==> src/rtl/tcl_pkg.sv <==
// shared constants and types for the timer control logic
package tcl_pkg;
  // register addresses on the special function register bus
  localparam logic [7:0] ADDR_CTRL      = 8'h91;
  localparam logic [7:0] ADDR_RELOAD_LO = 8'h92;
  localparam logic [7:0] ADDR_RELOAD_HI = 8'h93;
  localparam logic [7:0] ADDR_COUNT_LO  = 8'h94;
  localparam logic [7:0] ADDR_COUNT_HI  = 8'h95;
  // field positions of the control register
  localparam int BIT_HIGH_FLAG  = 7;
  localparam int BIT_LOW_FLAG   = 6;
  localparam int BIT_LOW_IRQ_EN = 5;
  localparam int BIT_CAPTURE_EN = 4;
  localparam int BIT_SPLIT      = 3;
  localparam int BIT_RUN        = 2;
  localparam int BIT_UNUSED     = 1;
  localparam int BIT_EXT_CLOCK  = 0;
  // reset values and fixed patterns
  localparam logic [7:0]  CTRL_RESET   = 8'h00;
  localparam logic [7:0]  BYTE_RESET   = 8'h00;
  localparam logic [7:0]  BYTE_MAX     = 8'hff;
  localparam logic [15:0] WORD_MAX     = 16'hffff;
  localparam logic [7:0]  READ_UNMAPPED = 8'h00;
  // prescaler ratios
  localparam int SYS_DIVIDE = 12;
  localparam int EXT_DIVIDE = 8;
  // control register image, bit 7 first
  typedef struct packed {
    logic high_overflow_flag;
    logic low_overflow_flag;
    logic low_byte_irq_enable;
    logic capture_mode_enable;
    logic split_mode_select;
    logic run_control;
    logic unused;
    logic ext_clock_select;
  } tcl_ctrl_t;
  // one bus access
  typedef struct packed {
    logic       wr;
    logic [7:0] addr;
    logic [7:0] wdata;
  } tcl_sfr_t;
endpackage

==> src/rtl/tcl_timer3_ctrl.sv <==
// 16-bit or dual 8-bit auto-reload timer with control/status register
//
// Operation
// - high byte wrap sets high overflow flag
// - 16-bit mode flag on full word wrap
// - enabled high flag raises interrupt request
// - low byte wrap sets low flag always
// - flags never cleared by hardware
// - low irq enable adds low overflow interrupts
// - bit 4 enables capture mode
// - split bit selects 16-bit or two 8-bit
// - run bit starts; clear halts 16-bit
// - split: run gates only high byte
// - bit 1 reads zero, writes ignored
// - ext select: sysclk/12 or ext/8 synced
// - split: ext select applies to both bytes
// - 16-bit wrap loads 16-bit reload value
// - split: each byte reloads its own
// - capture copies count, sets high flag
// - fast select bit counts system clock; 16-bit mode uses the low bit only
`timescale 1ns/1ps
module tcl_timer3_ctrl
  import tcl_pkg::*;
#(
  parameter int SYS_DIV = SYS_DIVIDE,
  parameter int EXT_DIV = EXT_DIVIDE
)(
  // clock and reset
  input  wire logic       I_CLOCK,
  input  wire logic       I_RST_N,
  // special function register bus
  input  wire logic [7:0] I_SFR_ADDR,
  input  wire logic       I_SFR_WR,
  input  wire logic [7:0] I_SFR_WDATA,
  output logic      [7:0] O_SFR_RDATA,
  // clock control bits held outside
  input  wire logic       I_HIGH_FAST_SEL,
  input  wire logic       I_LOW_FAST_SEL,
  // external oscillator pin
  input  wire logic       I_EXT_OSC,
  // interrupt system
  input  wire logic       I_TIMER_IRQ_EN,
  output logic            O_IRQ
);
  localparam int EXT_W = $clog2(EXT_DIV);
  localparam int SYS_W = $clog2(SYS_DIV);
  localparam logic [EXT_W-1:0] EXT_LAST = EXT_W'(EXT_DIV - 1);
  localparam logic [SYS_W-1:0] SYS_LAST = SYS_W'(SYS_DIV - 1);

  // elaboration-time refusal of ratios the prescalers cannot serve
  if (SYS_DIV < 2 || EXT_DIV < 2 || (EXT_DIV & (EXT_DIV - 1)) != 0)
  begin
    $error("divide ratios unsupported");
  end

  tcl_ctrl_t        ctrl_q;
  tcl_ctrl_t        ctrl_d;
  tcl_sfr_t         bus;
  logic [15:0]      count_q;
  logic [15:0]      count_d;
  logic [15:0]      reload_q;
  logic [15:0]      reload_d;
  logic [SYS_W-1:0] sys_cnt_q;
  logic [EXT_W-1:0] ext_cnt_q;
  logic [2:0]       osc_sync_q;
  logic [7:0]       rdata_q;
  logic             irq_q;

  assign bus = '{wr: I_SFR_WR, addr: I_SFR_ADDR, wdata: I_SFR_WDATA};

  // address decode
  wire wr_ctrl = bus.wr && (bus.addr == ADDR_CTRL);
  wire wr_rl_lo = bus.wr && (bus.addr == ADDR_RELOAD_LO);
  wire wr_rl_hi = bus.wr && (bus.addr == ADDR_RELOAD_HI);
  wire wr_cnt_lo = bus.wr && (bus.addr == ADDR_COUNT_LO);
  wire wr_cnt_hi = bus.wr && (bus.addr == ADDR_COUNT_HI);

  // prescaled ticks; the oscillator passes two flops before use
  wire osc_rise = osc_sync_q[1] && !osc_sync_q[2];
  wire sys_tick = (sys_cnt_q == SYS_LAST);
  // one tick per EXT_DIV rising edges of the synchronised oscillator
  wire ext_tick = osc_rise && (ext_cnt_q == EXT_LAST);
  wire slow_tick = ctrl_q.ext_clock_select ? ext_tick : sys_tick;
  wire lo_tick = I_LOW_FAST_SEL ? 1'b1 : slow_tick;
  wire hi_tick = I_HIGH_FAST_SEL ? 1'b1 : slow_tick;

  wire split = ctrl_q.split_mode_select;
  wire run = ctrl_q.run_control;
  // 16-bit mode counts on the low byte clock select
  wire inc16 = !split && run && lo_tick;
  wire inc_lo = split ? lo_tick : inc16;
  wire inc_hi = split && run && hi_tick;
  wire lo_ovf = inc_lo && (count_q[7:0] == BYTE_MAX);
  wire hi_ovf16 = inc16 && (count_q == WORD_MAX);
  wire hi_ovf8 = inc_hi && (count_q[15:8] == BYTE_MAX);
  wire hi_ovf = hi_ovf16 || hi_ovf8;
  wire cap_ev = ctrl_q.capture_mode_enable && ext_tick;
  wire [15:0] count_inc = count_q + 16'h0001;
  wire [7:0] lo_inc = count_q[7:0] + 8'h01;
  wire [7:0] hi_inc = count_q[15:8] + 8'h01;

  wire irq_d = I_TIMER_IRQ_EN && (ctrl_q.high_overflow_flag
    || (ctrl_q.low_byte_irq_enable && ctrl_q.low_overflow_flag));

  wire [7:0] rd_mux =
    (bus.addr == ADDR_CTRL)      ? ctrl_q :
    (bus.addr == ADDR_RELOAD_LO) ? reload_q[7:0] :
    (bus.addr == ADDR_RELOAD_HI) ? reload_q[15:8] :
    (bus.addr == ADDR_COUNT_LO)  ? count_q[7:0] :
    (bus.addr == ADDR_COUNT_HI)  ? count_q[15:8] : READ_UNMAPPED;

  // control register: hardware set wins over a software clear
  always_comb
  begin
    ctrl_d = ctrl_q;
    if (wr_ctrl)
      ctrl_d = tcl_ctrl_t'(bus.wdata);
    ctrl_d.unused = 1'b0;
    ctrl_d.high_overflow_flag = ctrl_d.high_overflow_flag
      || hi_ovf || cap_ev;
    ctrl_d.low_overflow_flag = ctrl_d.low_overflow_flag || lo_ovf;
  end

  // counter: software writes take precedence over counting
  always_comb
  begin
    count_d = count_q;
    if (hi_ovf16)
      count_d = reload_q;
    else if (inc16)
      count_d = count_inc;
    else
    begin
      if (lo_ovf)
        count_d[7:0] = reload_q[7:0];
      else if (inc_lo)
        count_d[7:0] = lo_inc;
      if (hi_ovf8)
        count_d[15:8] = reload_q[15:8];
      else if (inc_hi)
        count_d[15:8] = hi_inc;
    end
    if (wr_cnt_lo)
      count_d[7:0] = bus.wdata;
    if (wr_cnt_hi)
      count_d[15:8] = bus.wdata;
  end

  // reload: a capture beats a same-cycle software write
  always_comb
  begin
    reload_d = reload_q;
    if (wr_rl_lo)
      reload_d[7:0] = bus.wdata;
    if (wr_rl_hi)
      reload_d[15:8] = bus.wdata;
    if (cap_ev)
      reload_d = count_q;
  end

  always_ff @(posedge I_CLOCK or negedge I_RST_N)
  begin
    if (!I_RST_N)
      osc_sync_q <= 3'h0;
    else
      osc_sync_q <= {osc_sync_q[1:0], I_EXT_OSC};
  end

  always_ff @(posedge I_CLOCK or negedge I_RST_N)
  begin
    if (!I_RST_N)
    begin
      sys_cnt_q <= '0;
      ext_cnt_q <= '0;
    end
    else
    begin
      sys_cnt_q <= sys_tick ? '0 : sys_cnt_q + SYS_W'(1);
      if (osc_rise)
        ext_cnt_q <= ext_cnt_q + EXT_W'(1);
    end
  end

  always_ff @(posedge I_CLOCK or negedge I_RST_N)
  begin
    if (!I_RST_N)
    begin
      ctrl_q   <= tcl_ctrl_t'(CTRL_RESET);
      count_q  <= {BYTE_RESET, BYTE_RESET};
      reload_q <= {BYTE_RESET, BYTE_RESET};
    end
    else
    begin
      ctrl_q   <= ctrl_d;
      count_q  <= count_d;
      reload_q <= reload_d;
    end
  end

  always_ff @(posedge I_CLOCK or negedge I_RST_N)
  begin
    if (!I_RST_N)
    begin
      rdata_q <= READ_UNMAPPED;
      irq_q   <= 1'b0;
    end
    else
    begin
      rdata_q <= rd_mux;
      irq_q   <= irq_d;
    end
  end

  assign O_SFR_RDATA = rdata_q;
  assign O_IRQ = irq_q;
endmodule

==> config.mk <==
export PLATFORM = sky130hd
export DESIGN_NAME = tcl_timer3_ctrl
export DESIGN_NICKNAME = d
export VERILOG_FILES = /design/src/rtl/tcl_pkg.sv /design/src/rtl/tcl_timer3_ctrl.sv
export SDC_FILE = /design/constraint.sdc
export NUM_CORES = 1
export LEC_CHECK = 0
export BUFFER_PORTS_ARGS = -buffer_cell sky130_fd_sc_hd__buf_2
export CAP_MARGIN = 20
export CORE_ASPECT_RATIO = 0.7
export CORE_MARGIN = 3
export CORE_UTILIZATION = 54
export CTS_CLUSTER_SIZE = 40
export DETAILED_ROUTE_END_ITERATION = 10
export MAX_ROUTING_LAYER = met4
export PLACE_DENSITY = 0.76
export REMOVE_ABC_BUFFERS = 1
export SYNTH_ARGS = -nofsm -noshare
export SYNTH_HDL_FRONTEND = slang
export SYNTH_SLANG_ARGS = --single-unit
export TNS_END_PERCENT = 5
==> constraint.sdc <==
create_clock -name I_CLOCK -period 2.3 [get_ports I_CLOCK]
set_clock_uncertainty 0.1 [all_clocks]
set_input_delay 0.23 -clock I_CLOCK [delete_from_list [all_inputs] [get_ports I_CLOCK]]
set_output_delay 0.23 -clock I_CLOCK [all_outputs]
set_load 0.01 [all_outputs]
# After elaboration in Yosys (flattened, before gate mapping)
# Cells that the tools add are included.
dict set report word_totals {
  regBits 58
  latch_bits 0
  ram_bits 0
  romBits 0
  out_inout_bits 9
  elab_cells 81
  n_memories 0
}
dict set report classes {
  addsub 5
  n_mul 0
  div_mod_pow 0
  n_lt_le_gt_ge 0
  eq_ne 10
  shifts 0
  mux 22
  bitwise_logic 0
  reduce_logical 28
}
# cell count
set op_table {}
lappend op_table {{two-way mux 8 bit} 14}
lappend op_table {{== test 8 bit (second input constant)} 7}
lappend op_table {{two-way mux 16 bit} 3}
lappend op_table {{logical AND 1 bit} 17}
lappend op_table {{adder 16 x 1 -> 16 bit (second input constant)} 1}
lappend op_table {{adder 8 x 1 -> 8 bit (second input constant)} 2}
lappend op_table {{== test 16 bit (second input constant)} 1}
lappend op_table {{nonzero test 5 bit} 2}
lappend op_table {{logical OR 1 bit} 5}
lappend op_table {{adder 4 x 1 -> 4 bit (second input constant)} 1}
lappend op_table {{== test 4 bit (second input constant)} 1}
lappend op_table {{two-way mux 1 bit} 4}
lappend op_table {{two-way mux 4 bit} 1}
lappend op_table {{nonzero test 2 bit} 2}
lappend op_table {{adder 3 x 1 -> 3 bit (second input constant)} 1}
lappend op_table {{== test 3 bit (second input constant)} 1}
lappend op_table {{zero test 1 bit} 2}

# Logic depth before layout (Yosys ltp)
dict set report logic_depth {
  depth_word 12
  depth_mapped 9
  ltp_nobuf 8
}

# Worst setup path before layout
# OpenSTA, ideal clock, no wires.
dict set report synth_timing {
  kind {reg-to-reg}
  from {register ext_cnt_q[0]}
  to {register count_q[9]}
  arrival_ps 2025
  setup_slack_ps 43
  path_stages_with_launch 9
  period_less_slack_ps 2257
  cell_sequence {dfrtp_1 > ha_1 > ha_1 > and4b_1 > o311a_1 > a21oi_2 > nor3b_1 > a2111oi_0 > o21ai_1}
}
dict set report synth_via {
  elab_chain_cells 10
}
# item line_no
set synth_rtl {}
lappend synth_rtl {{start: declaration} tcl_timer3_ctrl.sv:64} ;# logic [EXT_W-1:0] ext_cnt_q;
lappend synth_rtl {{start signal: assignment} tcl_timer3_ctrl.sv:180} ;# ext_cnt_q <= ext_cnt_q + EXT_W'(1);
lappend synth_rtl {{== test 3 bit (*)} tcl_timer3_ctrl.sv:82} ;# wire ext_tick = osc_rise && (ext_cnt_q == EXT_LAST);
lappend synth_rtl {{logical AND 1 bit (*)} tcl_timer3_ctrl.sv:82}
lappend synth_rtl {{two-way mux 1 bit (*)} tcl_timer3_ctrl.sv:83} ;# wire slow_tick = ctrl_q.ext_clock_select ? ext_tick : sys_tick;
lappend synth_rtl {{two-way mux 1 bit} tcl_timer3_ctrl.sv:85} ;# wire hi_tick = I_HIGH_FAST_SEL ? 1'b1 : slow_tick;
lappend synth_rtl {{logical AND 1 bit} tcl_timer3_ctrl.sv:92} ;# wire inc_hi = split && run && hi_tick;
lappend synth_rtl {{logical AND 1 bit} tcl_timer3_ctrl.sv:95} ;# wire hi_ovf8 = inc_hi && (count_q[15:8] == BYTE_MAX);
lappend synth_rtl {{two-way mux 8 bit} tcl_timer3_ctrl.sv:138} ;# if (hi_ovf8)
lappend synth_rtl {{two-way mux 16 bit} tcl_timer3_ctrl.sv:130} ;# else if (inc16)
lappend synth_rtl {{two-way mux 16 bit} tcl_timer3_ctrl.sv:128} ;# if (hi_ovf16)
lappend synth_rtl {{two-way mux 8 bit} tcl_timer3_ctrl.sv:145} ;# if (wr_cnt_hi)
lappend synth_rtl {{end signal: assignment} tcl_timer3_ctrl.sv:189} ;# count_q <= {BYTE_RESET, BYTE_RESET};
lappend synth_rtl {{end signal: assignment} tcl_timer3_ctrl.sv:195} ;# count_q <= count_d;
lappend synth_rtl {{end: declaration} tcl_timer3_ctrl.sv:59} ;# logic [15:0] count_q;
# Every way passes the cells marked *; elsewhere a longest branch is shown, timed or not.
# A chain may end at the register's enable or synchronous reset.

# Final worst setup path
dict set report layout_timing {
  from {register ext_cnt_q[1]}
  to {register count_q[10]}
}
# The elaborated chain is that of the path after synthesis.

==> flow_summary.yaml <==
run_status:
  outcome: "complete, but fails checks"
  violations: "negative setup slack"
cells_and_area:
  utilization: 0.708
  instances_no_fill: 505
  nNetsFinal: 453
  seq_area_um2: 1450
  multi_input_area_um2: 1980
  syn2layout_area_growth_pct: 22.0
  antenna_cells: 0
  nFillCells: 464
  drive_above_1_share: 0.277
synth:
  synth_flop_cell: "dfrtp_1"
  synth.area.top_cells: "dfrtp_1, mux2i_1, nor2_1, mux2_2, a21oi_1"
  synth_seq_area_share: 0.422
  synth_top_area_share: 0.422
  yosysMostFrequentCell: "dfrtp_1"
  syn_area_per_cell_um2: 9.45
  ys_seq_elements: 58
  synth_cell_types: 52
  postSynth.asyncResetShare: 1.00
  netlist_top_cells_count: "dfrtp_1, nor2_1, mux2i_1"
  syn-instance-count: 364
  synth_edf_count: 0
  synth_top_cell_by_area: "dfrtp_1"
  synth_area_um2: 3440
  yosysWarningCount: 0
worst_setup_path:
  cp-start-kind: "register"
  worstPathArrival_ns: 2.42
  critPathKind: "reg2reg"
  crit_path_end_kind: "register"
  crit_fanout: 6
  worstPathRequired_ns: 2.40
timing:
  rsz0062_at_grt: "true"
  setup_slack_ns: -0.0191
  slew_violations: 0
  maxSlewHeadroom: 0.590
  worstMarginPinSlew_ns: 0.616
  fin_crit_sh: 1.01
  fmax_ghz: 0.431
  min_period_ns: 2.32
  setup-violations-final: 6
  final_hold_viol_count: 0
route:
  totalWireLength_mm: 10.2
  routedWlPerCell_um: 20.2
  drt_first_iter_violations: 293
  final_antenna_net_count: 0
  drt_pass1_iterations: 5
  drc_errors: 0
  num_vias: 3215
  via_per_inst: 6.37
grt:
  grt_max_degree: 35
  grt_use_total: 0.300
  antenna_found_initial: 0
  overflow: 0
  grt_pass1_vias: 2982
  grt_pass1_wl_mm: 16.0
floorplan:
  die_y_um: 72.8
  core_um2: 5930
  design.die.area_um2: 7380
  start_util: 0.580
  rows: 23
  dieWidth_um: 101
  ios: 32
hold_path:
  hp-class: "in2reg"
cts:
  clk_latency_ns: 0.34
  clockBufferDepth: 2
  cts-buffers-inserted: 9
  clock-sinks: 58
  clock-root-buffer: "clkbuf_8"
  path_clk_slew_ns: 0.07
  htree_levels: 3
  cts_tree: "yes"
placed_design:
  portBuffers: 31
  placedCellCount: 486
  dp_hpwl_mm: 7.44
  dpl_worst_slack_ns: -0.0965
  gp_congestion: 1.03
power_and_ir_drop:
  power.density_nw_per_um2: 788
  vdd_drop_max_mv: 0.571
  leakagePower_nw: 1.83
  power_mw: 3.31
run:
  drv_cap: 0
-- area by class of cell --
class	count	share of cell area
well taps	75	0.0224
clock inverters	5	0.00954
flip-flops and latches	58	0.346
inverters	6	0.00537
repair buffers	70	0.113
clock buffers	11	0.0337
multi-input cells	280	0.471
-- flip-flops by register name (all words and copies together) (netlist names) --
signal,count
count_q,16
reload_q,16
O_SFR_RDATA,8
ctrl_q,5
sys_cnt_q,4
ext_cnt_q,3
osc_sync_q,3
O_IRQ,1
run,1
split,1
-- layout by cell type (no fill, tap or decap), drive strengths merged, types with 6 or more instances in the layout --
cell,n
nor3,10
xor2,9
o21ai,23
mux2,13
clkbuf,11
o22a,9
mux2i,29
nor2,45
nand3,10
nor2b,6
buf,68
nand2,24
nand4,7
xnor2,6
a22oi,16
a21oi,27
dfrtp,58
inv,6
-- routing by layer --
layer	up-vias	routed length (um)	track usage
met5	-	0	-
met4	0	132	0.0782
met3	26	1180	0.0802
met2	183	4200	0.396
met1	1545	4700	0.453
li1	1461	-	-
-- cell families (layout without fill, tap and decap cells) --
family,count (synthesis),count (layout),share of synthesized area
mux,42,42,0.127
simple gates,124,124,0.185
xor+xnor,15,15,0.0382
flops,58,58,0.422
fa+ha+maj,5,5,0.0182
buf+inv,26,92,0.0324
compound gates,94,94,0.178
-- report_power, final --
part | internal [mW] | leakage, nW | switching (mW)
Combinational | 0.486 | 1.07 | 0.575
Sequential | 1.20 | 0.685 | 0.194
Clock | 0.423 | 0.0818 | 0.431
Total | 2.11 | 1.83 | 1.20
-- critical path, cell delays in order, from the launching register on --
cell and delay [ns]:
dfrtp_1 0.39, ha_2 0.18, ha_2 0.17, and4b_2 0.25, o311a_4 0.43, nand2b_1 0.18, or3_1 0.35, o21ai_0 0.08
a31oi_1 0.06
-- per-stage QoR --
stage / area [um^2] / TNS [ns] / hold WS [ns]
CTS: 4130 / -0.0119 / 0.00121
finish: 4200 / -0.0502 / 0.00998
global placement: 3880 / -0.0503 / 0.159
floorplan: 3350 / 0 / -0.166
detailed placement: 3880 / -0.312 / 0.170
global route: 4200 / -0.809 / 0.0136
-- worst paths after layout --
check	startpoint	end	slack, ns	cells after the start
worst max-delay path	ext_cnt_q[1]$_DFFE_PN0P_	count_q[10]$_DFFE_PN0P_	-0.02	8
min in group asynchronous	I_RST_N	reload_q[12]$_DFFE_PN0P_	0.33	2
max in group asynchronous	I_RST_N	reload_q[6]$_DFFE_PN0P_	1.18	3
worst min-delay path	I_TIMER_IRQ_EN	O_IRQ$_DFF_PN0_	0.01	2
worst max register to register	ext_cnt_q[1]$_DFFE_PN0P_	count_q[10]$_DFFE_PN0P_	-0.02	8
worst min register to register	osc_sync_q[0]$_DFF_PN0_	osc_sync_q[1]$_DFF_PN0_	0.25	0
-- repair_timing --
item                                    CTS  global route
hold endpoints to repair                 25             0
endpoints found under the setup margin    6            16
hold buffers                              2             0
pin swaps                                 6             9
resized for setup                         7            14
setup buffers                             0             1
gates cloned                              0             0
Power figures use the tool's default switching activity.
